--- src/tbsr_pkg.sv ---
package tbsr_pkg;

   localparam int unsigned ADDR_W = 4;
   localparam int unsigned DATA_W = 16;

   // Register indices on the status port
   localparam logic [3:0] OFS_PIPE_STATUS = 4'h0;
   localparam logic [3:0] OFS_LOOP_CTRL   = 4'h1;
   localparam logic [3:0] OFS_RING_RD     = 4'h2;
   localparam logic [3:0] OFS_RING_WR     = 4'h3;
   localparam logic [3:0] OFS_READY       = 4'h4;
   localparam logic [3:0] OFS_RELEASE     = 4'h5;
   localparam logic [3:0] OFS_SPY_STATUS  = 4'h6;
   localparam logic [3:0] OFS_STN1_SPY    = 4'h7;
   localparam logic [3:0] OFS_STN2_SPY    = 4'h8;
   localparam logic [3:0] OFS_STN3_SPY    = 4'h9;
   localparam logic [3:0] OFS_STN4_SPY    = 4'hA;
   localparam logic [3:0] OFS_PIPE_DELAY  = 4'hB;

   // Field positions
   localparam int unsigned FULL_BIT        = 15;
   localparam int unsigned EMPTY_BIT       = 14;
   localparam int unsigned RX_DATA_VALID_BIT        = 13;
   localparam int unsigned RX_ERROR_BIT        = 12;
   localparam int unsigned LOOP_MODE_LSB   = 4;
   localparam int unsigned TIMING_RDY_BIT  = 0;
   localparam int unsigned BP_LOCK_BIT     = 1;
   localparam int unsigned DB_LOCK_BIT     = 2;
   localparam int unsigned BP_UNLOCK_LSB   = 8;
   localparam int unsigned DB_UNLOCK_LSB   = 12;
   localparam int unsigned MASK_LSB        = 8;
   localparam int unsigned REL_YEAR_LSB    = 12;
   localparam int unsigned REL_MONTH_LSB   = 8;
   localparam int unsigned REL_MARK_LSB    = 5;

   // Values after reset and fixed counts
   localparam logic [1:0]  LOOP_MODE_RST   = 2'h1;
   localparam logic [7:0]  READY_MASK_RST  = 8'hFF;
   localparam logic [7:0]  PIPE_DELAY_RST  = 8'h00;
   localparam logic [9:0]  PIPE_MAX_WORDS  = 10'h200;
   localparam logic [10:0] SPY_MAX_WORDS   = 11'h400;
   localparam logic [3:0]  UNLOCK_MAX      = 4'hF;
   localparam logic [2:0]  REL_MARK        = 3'h7;

   typedef enum logic [1:0] {
      TBSR_LOOP_CAL_RESET  = 2'h0,
      TBSR_LOOP_CAL_LOCK   = 2'h1,
      TBSR_LOOP_STANDALONE = 2'h2
   } tbsr_loop_mode_e;

   typedef enum logic [1:0] {
      TBSR_LS_IDLE   = 2'b00,
      TBSR_LS_RESYNC = 2'b01,
      TBSR_LS_READY  = 2'b11
   } tbsr_link_state_e;

endpackage

--- src/tbsr_link_ready.sv ---
`timescale 1ns/10ps
module tbsr_link_ready #(
   parameter int unsigned LINKS = 4
) (
   input  wire logic             clk_in,
   input  wire logic             rst_in,
   input  wire logic             ce_in,
   input  wire logic             level1_reset_cmd_in,
   input  wire logic [LINKS-1:0] link_receiver_enable_in,
   input  wire logic [LINKS-1:0] align_empty_in,
   input  wire logic [LINKS-1:0] align_full_in,
   output logic                  chip_ready_out
);
   import tbsr_pkg::*;

   tbsr_link_state_e state;
   tbsr_link_state_e next_state;
   logic             next_chip_ready;
   logic [LINKS-1:0] link_ok;
   logic             all_ok;

   genvar i;
   generate
      for (i = 0; i < LINKS; i++)
      begin : g_link
         // Disabled receivers neither help nor block
         assign link_ok[i] = ~link_receiver_enable_in[i] |
                             (~align_empty_in[i] & ~align_full_in[i]);
      end
   endgenerate

   // A chip with every link disabled cannot leave resync for ready
   assign all_ok = (&link_ok) & (|link_receiver_enable_in);

   always_comb
   begin
      next_state = state;
      case (state)
         TBSR_LS_IDLE:
         begin
            if (level1_reset_cmd_in)
               next_state = TBSR_LS_RESYNC;
         end
         TBSR_LS_RESYNC:
         begin
            if (!level1_reset_cmd_in && all_ok)
               next_state = TBSR_LS_READY;
         end
         TBSR_LS_READY:
         begin
            if (level1_reset_cmd_in)
               next_state = TBSR_LS_RESYNC;
         end
         default:
            next_state = TBSR_LS_IDLE;
      endcase
      next_chip_ready = (next_state == TBSR_LS_READY);
   end

   always_ff @(posedge clk_in)
   begin
      if (rst_in)
      begin
         state          <= TBSR_LS_IDLE;
         chip_ready_out <= 1'b0;
      end
      else if (ce_in)
      begin
         state          <= next_state;
         chip_ready_out <= next_chip_ready;
      end
   end

   property p_resync_drops_ready;
      @(posedge clk_in) disable iff (rst_in)
      (ce_in && level1_reset_cmd_in) |=> !chip_ready_out;
   endproperty
   a_resync_drops_ready: assert property (p_resync_drops_ready)
      else $error("ready survived a level-1 reset command");

   property p_ready_needs_links;
      @(posedge clk_in) disable iff (rst_in)
      (ce_in && !chip_ready_out && !all_ok) |=> !chip_ready_out;
   endproperty
   a_ready_needs_links: assert property (p_ready_needs_links)
      else $error("ready raised with an enabled link misaligned");

endmodule

--- src/tbsr_status_regs.sv ---
`timescale 1ns/10ps
// Overview of operation
// - Pipeline occupancy reads (delay setting plus one) times two once primed, zero before.
// - Pipeline status: 10-bit count, full bit 15 at 512, empty bit 14.
// - Pipeline contents are never readable here; use a spy FIFO instead.
// - Loop mode in bits 5:4: 2 standalone, 1 default, 0 reset-only.
// - Loop register bits 0..2 show timing ready and both lock states.
// - Two 4-bit counters count lock falling edges, saturating at 15.
// - Clock manager reset clears both loss-of-lock counters, to 1 where a falling edge coincides.
// - Read-only register returns the 11-bit ring buffer read pointer.
// - Read-only register returns write pointer in 10:0, upper bits zero.
// - Ready out is masked OR of chips 1..7, ANDed with internal, mask0.
// - Internal ready is high exactly while accept forwarding is enabled.
// - Front chip ready rises once resync after level-1 reset succeeds.
// - Only links with enabled receivers count toward chip readiness.
// - Ready register: mask 15:8 read-write, status 7:0 read-only.
// - Release date register holds year minus 2000, month and day codes.
// - Spy status: 11-bit count, full bit 15 at 1024, empty bit 14.
// - Spy bits 13:12 show receiver status of last word read out.
// - Station spy FIFOs use same count and flag layout as common one.
// - Pipeline delay 0..255 delays data one crossing more than set.
module tbsr_status_regs #(
   parameter int unsigned LINKS      = 4,
   // Arbitrary release date codes
   parameter logic [3:0]  YEAR_CODE  = 4'h0,
   parameter logic [3:0]  MONTH_CODE = 4'h1,
   parameter logic [4:0]  DAY_CODE   = 5'h01
) (
   input  wire logic                          clk_in,
   input  wire logic                          rst_in,
   input  wire logic                          ce_in,
   input  wire logic [tbsr_pkg::ADDR_W-1:0]   reg_addr_in,
   input  wire logic                          reg_rd_in,
   input  wire logic                          reg_wr_in,
   input  wire logic [tbsr_pkg::DATA_W-1:0]   reg_wdata_in,
   output logic      [tbsr_pkg::DATA_W-1:0]   reg_rdata_out,
   output logic                               reg_ack_out,
   input  wire logic                          pipe_primed_in,
   input  wire logic                          timing_rx_ready_in,
   input  wire logic                          backplane_loop_locked_in,
   input  wire logic                          daughter_loop_locked_in,
   input  wire logic                          clock_mgr_reset_in,
   input  wire logic [10:0]                   ring_rd_ptr_in,
   input  wire logic [10:0]                   ring_wr_ptr_in,
   input  wire logic [7:1]                    chip_ready_in,
   input  wire logic                          accept_forward_en_in,
   input  wire logic                          level1_reset_cmd_in,
   input  wire logic [LINKS-1:0]              link_receiver_enable_in,
   input  wire logic [LINKS-1:0]              align_empty_in,
   input  wire logic [LINKS-1:0]              align_full_in,
   input  wire logic [10:0]                   spy_word_count_in,
   input  wire logic                          spy_pop_in,
   input  wire logic                          rx_data_valid_in,
   input  wire logic                          rx_error_in,
   input  wire logic [10:0]                   station1_spy_count_in,
   input  wire logic [10:0]                   station2_spy_count_in,
   input  wire logic [10:0]                   station3_spy_count_in,
   input  wire logic [10:0]                   station4_spy_count_in,
   output logic      [1:0]                    loop_mode_out,
   output logic      [7:0]                    pipe_delay_out,
   output logic                               ready_out,
   output logic                               front_ready_out
);
   import tbsr_pkg::*;

   logic [3:0]  daughter_unlock_count;
   logic [3:0]  backplane_unlock_count;
   logic        bp_lock_prev;
   logic        db_lock_prev;
   logic [7:0]  ready_chip_mask;
   logic        spy_rx_dv;
   logic        spy_rx_er;

   logic [1:0]  next_loop_mode;
   logic [7:0]  next_pipe_delay;
   logic [7:0]  next_ready_chip_mask;
   logic [3:0]  next_daughter_unlock_count;
   logic [3:0]  next_backplane_unlock_count;
   logic        next_spy_rx_dv;
   logic        next_spy_rx_er;
   logic        next_ready;
   logic [15:0] next_rdata;
   logic        next_ack;

   logic        internal_ready;
   logic        bp_fall;
   logic        db_fall;
   logic [9:0]  pipe_word_count;
   logic [7:0]  ready_status;
   logic        wr_loop;
   logic        wr_ready;
   logic        wr_delay;

   // Shared layout of every spy FIFO status word
   function automatic logic [15:0] spy_word(input logic [10:0] count,
                                            input logic        dv,
                                            input logic        er);
      logic [15:0] w;
      w            = 16'h0000;
      w[10:0]      = count;
      w[FULL_BIT]  = (count == SPY_MAX_WORDS);
      w[EMPTY_BIT] = (count == 11'h000);
      w[RX_DATA_VALID_BIT]  = dv;
      w[RX_ERROR_BIT]  = er;
      return w;
   endfunction

   // Counter saturates at 15; a clear that meets an edge keeps the edge
   function automatic logic [3:0] unlock_next(input logic [3:0] count,
                                              input logic       fall,
                                              input logic       clear);
      logic [3:0] n;
      n = count;
      if (clear)
         n = fall ? 4'h1 : 4'h0;
      else if (fall && (count != UNLOCK_MAX))
         n = count + 4'h1;
      return n;
   endfunction

   tbsr_link_ready #(
      .LINKS (LINKS)
   ) u_link_ready (
      .clk_in                  (clk_in),
      .rst_in                  (rst_in),
      .ce_in                   (ce_in),
      .level1_reset_cmd_in     (level1_reset_cmd_in),
      .link_receiver_enable_in (link_receiver_enable_in),
      .align_empty_in          (align_empty_in),
      .align_full_in           (align_full_in),
      .chip_ready_out          (front_ready_out)
   );

   assign internal_ready = accept_forward_en_in;
   assign bp_fall  = bp_lock_prev & ~backplane_loop_locked_in;
   assign db_fall  = db_lock_prev & ~daughter_loop_locked_in;
   // Doubled crossing rate: (delay + 1) * 2, 512 at the top setting
   assign pipe_word_count = pipe_primed_in ?
                            {1'b0, pipe_delay_out} + 10'h001 << 1 : 10'h000;
   assign ready_status = {chip_ready_in, ready_out};
   assign wr_loop  = reg_wr_in && (reg_addr_in == OFS_LOOP_CTRL);
   assign wr_ready = reg_wr_in && (reg_addr_in == OFS_READY);
   assign wr_delay = reg_wr_in && (reg_addr_in == OFS_PIPE_DELAY);

   always_comb
   begin
      next_loop_mode       = loop_mode_out;
      next_pipe_delay      = pipe_delay_out;
      next_ready_chip_mask = ready_chip_mask;
      if (wr_loop)
         next_loop_mode = reg_wdata_in[LOOP_MODE_LSB +: 2];
      if (wr_delay)
         next_pipe_delay = reg_wdata_in[7:0];
      // Status half of the write is dropped
      if (wr_ready)
         next_ready_chip_mask = reg_wdata_in[MASK_LSB +: 8];

      next_daughter_unlock_count  = unlock_next(daughter_unlock_count, db_fall,
                                                clock_mgr_reset_in);
      next_backplane_unlock_count = unlock_next(backplane_unlock_count, bp_fall,
                                                clock_mgr_reset_in);

      // Receiver status follows the word the host just drained
      next_spy_rx_dv = spy_rx_dv;
      next_spy_rx_er = spy_rx_er;
      if (spy_pop_in)
      begin
         next_spy_rx_dv = rx_data_valid_in;
         next_spy_rx_er = rx_error_in;
      end

      next_ready = (|(chip_ready_in & ready_chip_mask[7:1])) &
                   internal_ready & ready_chip_mask[0];
   end

   // Read mux; reads only select, so nothing reported changes on a read
   always_comb
   begin
      next_ack   = reg_rd_in | reg_wr_in;
      next_rdata = 16'h0000;
      if (reg_rd_in)
      begin
         case (reg_addr_in)
            // Occupancy and flags only; no data path out of the pipeline
            OFS_PIPE_STATUS:
            begin
               next_rdata[9:0]       = pipe_word_count;
               next_rdata[FULL_BIT]  = (pipe_word_count == PIPE_MAX_WORDS);
               next_rdata[EMPTY_BIT] = (pipe_word_count == 10'h000);
            end
            OFS_LOOP_CTRL:
            begin
               next_rdata[TIMING_RDY_BIT]         = timing_rx_ready_in;
               next_rdata[BP_LOCK_BIT]            = backplane_loop_locked_in;
               next_rdata[DB_LOCK_BIT]            = daughter_loop_locked_in;
               next_rdata[LOOP_MODE_LSB +: 2]     = loop_mode_out;
               next_rdata[BP_UNLOCK_LSB +: 4]     = backplane_unlock_count;
               next_rdata[DB_UNLOCK_LSB +: 4]     = daughter_unlock_count;
            end
            OFS_RING_RD:
               next_rdata[10:0] = ring_rd_ptr_in;
            OFS_RING_WR:
               next_rdata[10:0] = ring_wr_ptr_in;
            OFS_READY:
               next_rdata = {ready_chip_mask, ready_status};
            OFS_RELEASE:
            begin
               next_rdata[REL_YEAR_LSB +: 4]  = YEAR_CODE;
               next_rdata[REL_MONTH_LSB +: 4] = MONTH_CODE;
               next_rdata[REL_MARK_LSB +: 3]  = REL_MARK;
               next_rdata[4:0]                = DAY_CODE;
            end
            OFS_SPY_STATUS:
               next_rdata = spy_word(spy_word_count_in, spy_rx_dv, spy_rx_er);
            OFS_STN1_SPY:
               next_rdata = spy_word(station1_spy_count_in, 1'b0, 1'b0);
            OFS_STN2_SPY:
               next_rdata = spy_word(station2_spy_count_in, 1'b0, 1'b0);
            OFS_STN3_SPY:
               next_rdata = spy_word(station3_spy_count_in, 1'b0, 1'b0);
            OFS_STN4_SPY:
               next_rdata = spy_word(station4_spy_count_in, 1'b0, 1'b0);
            OFS_PIPE_DELAY:
               next_rdata[7:0] = pipe_delay_out;
            default:
               next_rdata = 16'h0000;
         endcase
      end
   end

   always_ff @(posedge clk_in)
   begin
      if (rst_in)
      begin
         loop_mode_out          <= LOOP_MODE_RST;
         pipe_delay_out         <= PIPE_DELAY_RST;
         ready_chip_mask        <= READY_MASK_RST;
         daughter_unlock_count  <= 4'h0;
         backplane_unlock_count <= 4'h0;
         bp_lock_prev           <= 1'b0;
         db_lock_prev           <= 1'b0;
         spy_rx_dv              <= 1'b0;
         spy_rx_er              <= 1'b0;
         ready_out              <= 1'b0;
         reg_rdata_out          <= 16'h0000;
         reg_ack_out            <= 1'b0;
      end
      else if (ce_in)
      begin
         loop_mode_out          <= next_loop_mode;
         pipe_delay_out         <= next_pipe_delay;
         ready_chip_mask        <= next_ready_chip_mask;
         daughter_unlock_count  <= next_daughter_unlock_count;
         backplane_unlock_count <= next_backplane_unlock_count;
         bp_lock_prev           <= backplane_loop_locked_in;
         db_lock_prev           <= daughter_loop_locked_in;
         spy_rx_dv              <= next_spy_rx_dv;
         spy_rx_er              <= next_spy_rx_er;
         ready_out              <= next_ready;
         reg_rdata_out          <= next_rdata;
         reg_ack_out            <= next_ack;
      end
   end

   property p_pipe_words;
      @(posedge clk_in) disable iff (rst_in)
      (ce_in && reg_rd_in && reg_addr_in == OFS_PIPE_STATUS && pipe_primed_in)
      |=> reg_rdata_out[9:0] == ({2'b00, $past(pipe_delay_out)} + 10'h001) * 10'h002;
   endproperty
   a_pipe_words: assert property (p_pipe_words)
      else $error("pipeline occupancy not twice delay plus one");

   property p_pipe_full;
      @(posedge clk_in) disable iff (rst_in)
      (ce_in && reg_rd_in && reg_addr_in == OFS_PIPE_STATUS)
      |=> reg_rdata_out[FULL_BIT] == (reg_rdata_out[9:0] == PIPE_MAX_WORDS)
          && reg_rdata_out[13:10] == 4'h0;
   endproperty
   a_pipe_full: assert property (p_pipe_full)
      else $error("pipeline full flag disagrees with count");

   property p_loop_mode_write;
      @(posedge clk_in) disable iff (rst_in)
      (ce_in && wr_loop) |=> loop_mode_out == $past(reg_wdata_in[5:4]);
   endproperty
   a_loop_mode_write: assert property (p_loop_mode_write)
      else $error("loop mode field did not take the write");

   property p_loop_status;
      @(posedge clk_in) disable iff (rst_in)
      (ce_in && reg_rd_in && reg_addr_in == OFS_LOOP_CTRL)
      |=> reg_rdata_out[2:0] == $past({daughter_loop_locked_in,
                                      backplane_loop_locked_in, timing_rx_ready_in});
   endproperty
   a_loop_status: assert property (p_loop_status)
      else $error("loop status bits wrong");

   property p_unlock_count;
      @(posedge clk_in) disable iff (rst_in)
      (ce_in && !clock_mgr_reset_in && bp_fall && backplane_unlock_count != UNLOCK_MAX)
      |=> backplane_unlock_count == $past(backplane_unlock_count) + 4'h1;
   endproperty
   a_unlock_count: assert property (p_unlock_count)
      else $error("backplane unlock edge not counted");

   property p_unlock_sat;
      @(posedge clk_in) disable iff (rst_in)
      (ce_in && !clock_mgr_reset_in && daughter_unlock_count == UNLOCK_MAX)
      |=> daughter_unlock_count == UNLOCK_MAX;
   endproperty
   a_unlock_sat: assert property (p_unlock_sat)
      else $error("daughter unlock counter left saturation");

   property p_unlock_clear;
      @(posedge clk_in) disable iff (rst_in)
      (ce_in && clock_mgr_reset_in && !db_fall) |=> daughter_unlock_count == 4'h0;
   endproperty
   a_unlock_clear: assert property (p_unlock_clear)
      else $error("clock manager reset did not clear history");

   property p_ring_wr;
      @(posedge clk_in) disable iff (rst_in)
      (ce_in && reg_rd_in && reg_addr_in == OFS_RING_WR)
      |=> reg_rdata_out == {5'h00, $past(ring_wr_ptr_in)};
   endproperty
   a_ring_wr: assert property (p_ring_wr)
      else $error("ring write pointer read wrong");

   property p_ready_combine;
      @(posedge clk_in) disable iff (rst_in)
      ce_in |=> ready_out == ($past(|(chip_ready_in & ready_chip_mask[7:1]))
                              && $past(accept_forward_en_in) && $past(ready_chip_mask[0]));
   endproperty
   a_ready_combine: assert property (p_ready_combine)
      else $error("ready output not the masked combination");

   property p_ready_wr;
      @(posedge clk_in) disable iff (rst_in)
      (ce_in && wr_ready) ##1 (ce_in && reg_rd_in && reg_addr_in == OFS_READY)
      |=> reg_rdata_out[15:8] == $past(reg_wdata_in[15:8], 2)
          && reg_rdata_out[7:1] == $past(chip_ready_in);
   endproperty
   a_ready_wr: assert property (p_ready_wr)
      else $error("ready register mask or status wrong");

   property p_spy_capture;
      @(posedge clk_in) disable iff (rst_in)
      (ce_in && spy_pop_in) |=> {spy_rx_dv, spy_rx_er} ==
                                $past({rx_data_valid_in, rx_error_in});
   endproperty
   a_spy_capture: assert property (p_spy_capture)
      else $error("spy receiver status not captured on pop");

endmodule

--- config.mk ---
export PLATFORM = sky130hd
export DESIGN_NAME = tbsr_status_regs
export DESIGN_NICKNAME = d
export VERILOG_FILES = /design/src/tbsr_pkg.sv /design/src/tbsr_link_ready.sv /design/src/tbsr_status_regs.sv
export SDC_FILE = /design/constraint.sdc
export NUM_CORES = 1
export LEC_CHECK = 0
export BUFFER_PORTS_ARGS = -buffer_cell sky130_fd_sc_hd__buf_2
export CELL_PAD_IN_SITES_DETAIL_PLACEMENT = 0
export CELL_PAD_IN_SITES_GLOBAL_PLACEMENT = 1
export CORE_MARGIN = 2
export CORE_UTILIZATION = 34
export CTS_CLUSTER_SIZE = 25
export DETAILED_ROUTE_END_ITERATION = 10
export GPL_TIMING_DRIVEN = 0
export PLACE_DENSITY = 0.9
export SYNTH_ARGS = -nofsm -noshare
export SYNTH_HDL_FRONTEND = slang
export SYNTH_HIERARCHICAL = 1
export SYNTH_SLANG_ARGS = --single-unit
--- constraint.sdc ---
create_clock -name clk_in -period 2.86 [get_ports clk_in]
set_clock_uncertainty 0.2 [all_clocks]
set_input_delay 0.143 -clock clk_in [delete_from_list [all_inputs] [get_ports clk_in]]
set_output_delay 0.143 -clock clk_in [all_outputs]
set_load 0.01 [all_outputs]
# [After elaboration in Yosys (flattened, before gate mapping)]
# Cells that the tools add are included.
[word_totals] word_cells=114 register_bits=51
[op_classes] n_addsub=3 n_reduce_logical=27 muxes=19 bitwise=29 n_eq_ne=22
[ops] cell="== test 11 bit (second input constant)" count=5
[ops] cell="logical NOT 11 bit" count=5
[ops] cell="one-hot mux 2 bit (11 select lines)" count=2
[ops] cell="one-hot mux 3 bit (12 select lines)" count=1
[ops] cell="one-hot mux 2 bit (12 select lines)" count=1
[ops] cell="== test 4 x 3 -> 1 bit (second input constant)" count=4
[ops] cell="== test 4 bit (second input constant)" count=4
[ops] cell="two-way mux 16 bit" count=1
[ops] cell="two-way mux 4 bit" count=4
[ops] cell="one-hot mux 2 bit (8 select lines)" count=1
[ops] cell="NOT 1 bit" count=14
[ops] cell="AND reduction 2 bit" count=6
[ops] cell="== test 10 bit (second input constant)" count=1
[ops] cell="logical NOT 10 bit" count=1
[ops] cell="two-way mux 10 bit" count=1
[ops] cell="one-hot mux 1 bit (10 select lines)" count=1
[ops] cell="adder 8 x 1 -> 9 bit (second input constant)" count=1
[ops] cell="bitwise AND 1 bit" count=9
[ops] cell="one-hot mux 1 bit (9 select lines)" count=1
[ops] cell="one-hot mux 3 bit (3 select lines)" count=1
[ops] cell="adder 4 x 1 -> 4 bit (second input constant)" count=2
[ops] cell="== test 4 x 2 -> 1 bit (second input constant)" count=2
[ops] cell="inequality test 4 bit (second input constant)" count=2
[ops] cell="bitwise AND 7 bit" count=1
[ops] cell="16 further kinds" count=29

# [Depth between registers and ports, before layout]
[logic_depth] depth_word=9 ltp_mapped=10 depth_no_buf=8

# [Modules after synthesis]
# Netlist, hierarchy kept.
[modules_own_cells] mod="tbsr_status_regs" area_per_inst_um2=3627.2 cells_each=465 n_inst=1 seq_area_each_um2=960.9
[modules_own_cells] mod="tbsr_link_ready" area_per_inst_um2=227.7 cells_each=30 n_inst=1 seq_area_each_um2=60.1

# [Worst setup path after synthesis]
# No wires, ideal clock.
[synth_timing] path_kind="reg2reg" startpoint="register pipe_delay_out[0]" endpoint="register reg_rdata_out[14] in the netlist's numbering" setup_ns=0.092 required_time_ns=2.568 path_slack_ns=0.648 t_arrival_ns=1.920 synth_period_minus_slack_ns=2.212 path_stages_with_launch=8 path_cell_list="dfxtp_1 ha_1 or3_1 nand2_1 a31oi_1 or3_1 o311a_1 o32ai_1"
[synth_via] elab_chain_cells=5
[synth_lines] item="start: declaration" line="tbsr_status_regs.sv:60" rtl="output logic [7:0] pipe_delay_out,"
[synth_lines] item="start signal: assignment" line="tbsr_status_regs.sv:251" rtl="pipe_delay_out <= next_pipe_delay;"
[synth_lines] item="adder 8 x 1 -> 9 bit" line="tbsr_status_regs.sv:139" rtl="{1'b0, pipe_delay_out} + 10'h001 << 1 : 10'h000;"
[synth_lines] item="two-way mux 10 bit" line="tbsr_status_regs.sv:138" rtl="assign pipe_word_count = pipe_primed_in ?"
[synth_lines] item="logical NOT 10 bit" line="tbsr_status_regs.sv:189" rtl="next_rdata[EMPTY_BIT] = (pipe_word_count == 10'h000);"
[synth_lines] item="one-hot mux 2 bit (8 select lines)" line="tbsr_status_regs.sv:183" rtl="case (reg_addr_in)"
[synth_lines] item="two-way mux 16 bit" line="tbsr_status_regs.sv:181" rtl="if (reg_rd_in)"
[synth_lines] item="end signal: assignment" line="tbsr_status_regs.sv:260" rtl="reg_rdata_out <= next_rdata;"
[synth_lines] item="end: declaration" line="tbsr_status_regs.sv:36" rtl="output logic [tbsr_pkg::DATA_W-1:0] reg_rdata_out,"
# No other way between the ends.
# A chain may end at the register's enable or synchronous reset.

# [Worst setup path in the final report]
[layout_timing] startpoint="input port ce_in" endpoint="register spy_rx_er"
[layout_via] elab_chain_cells=1
[layout_lines] item="start: declaration" line="tbsr_status_regs.sv:31" rtl="input wire logic ce_in,"
[layout_lines] item="AND reduction 2 bit (no source line)"
[layout_lines] item="end signal: assignment" line="tbsr_status_regs.sv:258" rtl="spy_rx_er <= next_spy_rx_er;"
[layout_lines] item="end: declaration" line="tbsr_status_regs.sv:72" rtl="logic spy_rx_er;"
# No other way between the ends.

==> run summary <==
Result of the run - finished clean
Row count - 38
Via count - 4,797
Post-layout instance count excluding filler cells - 827
Setup repair after global routing missed its margin - false
Count of maximum capacitance violations - 0
Leakage power total - 2.236 nW
Residual DRC - 0
Synth async-reset ratio - 0%
Worst Hold End - reg_ack_out$_SDFFE_PP0P_
CTS sink cnt - 51
Number of detailed-routing iterations run before antenna repair - 5
Worst hold path stage count - 3
Post-synth top cells - dfxtp_1, nor2_1, a21oi_1, nand2_1, mux2i_1
CP max FO - 10
Relative contribution of the clock network to total power - 33.3%
P&R area growth vs syn - 35.80%
Number of nets produced by synthesis - 635
Largest cells by area after synthesis - dfxtp_1, mux2i_1, nor2_1, a21oi_1, nand2_1
Count of final max-slew check failures - 0
Kind of critical path - in -> reg
Combined area of all synthesized cells - 0.003855 sq mm
Area inside the core boundary - 0.01094 sq mm
Hold Crit Class - in -> reg
Global route total overflow - 0
R2R Path End - reg_rdata_out[14]$_SDFFE_PP0P_
CTS tree - built
Die X - 110.5 um
Transition time of the tightest slew-check pin - 0.8697 ns
Yosys warns - 6
Yosys top cell by area - dfxtp_1
Worst reg2reg startpoint - pipe_delay_out[0]$_SDFFE_PP0P_
Antenna violations before repair - 0
Relative contribution of sequential cells to total power - 41.0%
Count of buffers from port buffering - 158
Required time of the critical path - 2.89 ns
Final Cycle Share - 89.36%
Final ANT Viol Nets - 0
Worst VDD drop - 0.2529 mV
Initial core utilization - 35.25%
Mapped Avg Cell Area - 7.788 sq um
Number of buffers added by the clock tree synthesis step - 5
Clk Tree Root Cell - clkbuf_16
Number of fill cells - 1,160
Total wirelength of the detailed-routed design - 16,840 um
Worst reg-to-reg setup slack - 0.42 ns
Number of enable flip-flop cells after synthesis - 0
Clock-pin slew on the worst setup and hold paths - 0.06 ns
Final setup violation count - 0
Global-route wire length before repair - 26,040 um
Cells along the critical path - buf_2 -> clkbuf_1 -> clkbuf_1 -> nand3_1 -> dlygate4sd3_1 -> a21oi_1 -> dlygate4sd3_1
Post-DP HPWL - 13,330 um
Max Freq - 391.3 MHz
Power per unit of standard cell area - 343.4 mW/mm^2
Number of levels in the clock H-tree - 2
Latest clock arrival within the worst-skew pair - 0.29 ns
Clock tree buffer depth - 2
Number of top-level design ports - 160
Synthesized netlist cell count - 495
Total count of hold-check failures in the final report - 0
Setup crit start kind - input pin
Gr usage total - 26.48%
Number of vias per cell - 5.800
Count of antenna diodes in the layout - 0
Count of cell types in the netlist - 67
Largest net degree at the start of global routing - 15
Number of cells on the worst reg-to-reg path - 7
Arrival time reported for the critical path endpoint - 2.59 ns
Delay-heaviest family, CP - buffers and inverters
Height of the die - 110.5 um
Combinational power share - 25.7%
Gp weighted congestion - 1.006
Slowest cell delay on critical path - 0.58 ns
Vias in the first global route - 4,743
Switch share - 29.40%
Final net count - 827
Worst setup startpoint - ce_in
Master of the slowest instance on the critical path - dlygate4sd3_1
Total Neg Setup Slack - 0 ns
Area fraction of the dominant cell type after synthesis - 26.48%
Share of layout cells above drive strength 1 - 28.53%
Die Area - 0.01221 sq mm
Number of buffers and inverters on the critical path - 5
Sequential cell area fraction in the yosys report - 26.48%
Category of the worst setup path capture point - register
Internal portion of total power - 0.001269 W
Average wire per cell in the routed design - 20.36 um
Max-slew headroom at the worst pin - 42.02%
Most used flip-flop cell after synthesis - dfxtp_1
Min-delay src - reg_wr_in
Placed insts - 793
Initial detailed-routing violation count - 431
Reported net switching power - 0.0005285 W
Seq cells post-synth - 51
Minimum clock period - 2.556 ns
power groups by stage:
| stage | Combinational (W) | Sequential [W] | Clock (W) |
|---|---|---|---|
| floorplan | 0.000212 | 0.000753 | 0 |
| global placement | 0.000422 | 0.000752 | 0 |
| detailed placement | 0.000425 | 0.000753 | 0 |
| CTS | 0.000454 | 0.000737 | 0.000612 |
| global route | 0.000498 | 0.000738 | 0.000635 |
| finish | 0.000462 | 0.000737 | 0.000599 |
timing repair:
action	CTS	global route
buffers inserted	0	0
resized for setup	0	0
hold buffers	27	0
hold endpoints to repair	27	0
flip-flops by register name, indices dropped and copies added (netlist names), 2 cells and up:
name                    cells
daughter_unlock_count       4
backplane_unlock_count      4
reg_rdata_out              16
ready_chip_mask             8
loop_mode_out               2
pipe_delay_out              8
u_link_ready/state          2
layout make-up:
type / count / area, sq um / area share (%)
repair buffers: 185 / 1061 / 20.27
multi-input cells: 392 / 2574 / 49.16
clock buffers: 6 / 138.9 / 2.653
clock inverters: 1 / 5.005 / 0.09560
inverters: 13 / 48.80 / 0.9321
plain buffers: 39 / 211.5 / 4.039
well taps: 140 / 175.2 / 3.346
flip-flops and latches: 51 / 1021 / 19.50
layer usage:
metal / wire, um / up-vias / track usage, %
met2: 7655 / 250 / 43.68
met4: 629 / 0 / 10.67
met3: 1323 / 45 / 5.214
met5: 0 / - / 0
li1: - / 2250 / -
met1: 7227 / 2252 / 33.88
how the worst max path moves through the flow:
stage | endpoint | cells past startpoint
floorplan | reg_rdata_out[14]$_SDFFE_PP0P_ | 7
global placement | reg_rdata_out[6]$_SDFFE_PP0P_ | 10
detailed placement | reg_rdata_out[6]$_SDFFE_PP0P_ | 10
CTS | spy_rx_er$_SDFFE_PP0P_ | 7
global route | spy_rx_er$_SDFFE_PP0P_ | 7
finish | spy_rx_er$_SDFFE_PP0P_ | 7
per-stage QoR:
step	power, W	area [sq um]	util (%)	worst slack (ns)	hold slack, ns
after global routing	0.001872	5235	47.87	0.1407	0.02757
after CTS	0.001803	5235	47.87	0.3464	0.002837
after global placement	0.001174	4821	44.08	0.1189	0.1474
final	0.001798	5235	47.87	0.3043	0.009248
after floorplan	0.0009650	3855	-	0.6479	0.01272
after detailed placement	0.001177	4821	44.08	0.1337	0.1491
worst register-to-register path, cell delays in order (launching register included):
cell	delay [ns]
dfxtp_1	0.40
ha_1	0.33
or3_1	0.32
nand2_1	0.07
a31oi_1	0.07
or3_1	0.43
o311a_1	0.32
o32ai_1	0.22
logic make-up after synthesis:
| kind of cell | Yosys count | synth area share (%) |
|---|---|---|
| xor+xnor | 10 | 2.272 |
| buf+inv | 52 | 6.751 |
| simple gates | 185 | 24.44 |
| flops | 51 | 26.48 |
| fa+ha+maj | 9 | 2.921 |
| compound gates | 153 | 27.88 |
| mux | 35 | 9.250 |
layout by cell type (no fill, tap or decap), types with 3 or more instances in the layout:
cell,synthesis,final
a211o_1,12,12
a21o_1,4,4
a21oi_1,38,38
a221oi_1,4,4
a22o_1,5,5
a22oi_1,12,12
a31oi_1,8,8
a32oi_1,5,5
and3_1,4,4
buf_2,11,169
clkbuf_1,20,20
clkbuf_16,0,5
clkbuf_8,5,6
dfxtp_1,51,51
dlygate4sd3_1,0,27
ha_1,9,9
inv_1,13,13
mux2_2,5,5
mux2i_1,30,30
nand2_1,38,38
nand2b_1,6,6
nand3_1,24,24
nand3b_1,5,5
nand4_1,9,9
nand4b_1,3,3
nor2_1,51,51
nor2b_1,14,14
nor3_1,4,4
nor4_1,13,13
o21ai_0,22,22
o221ai_1,4,4
o2bb2ai_1,8,8
or3_1,4,4
xnor2_1,6,6
xor2_1,4,4
(Power assumes the default switching activity.)
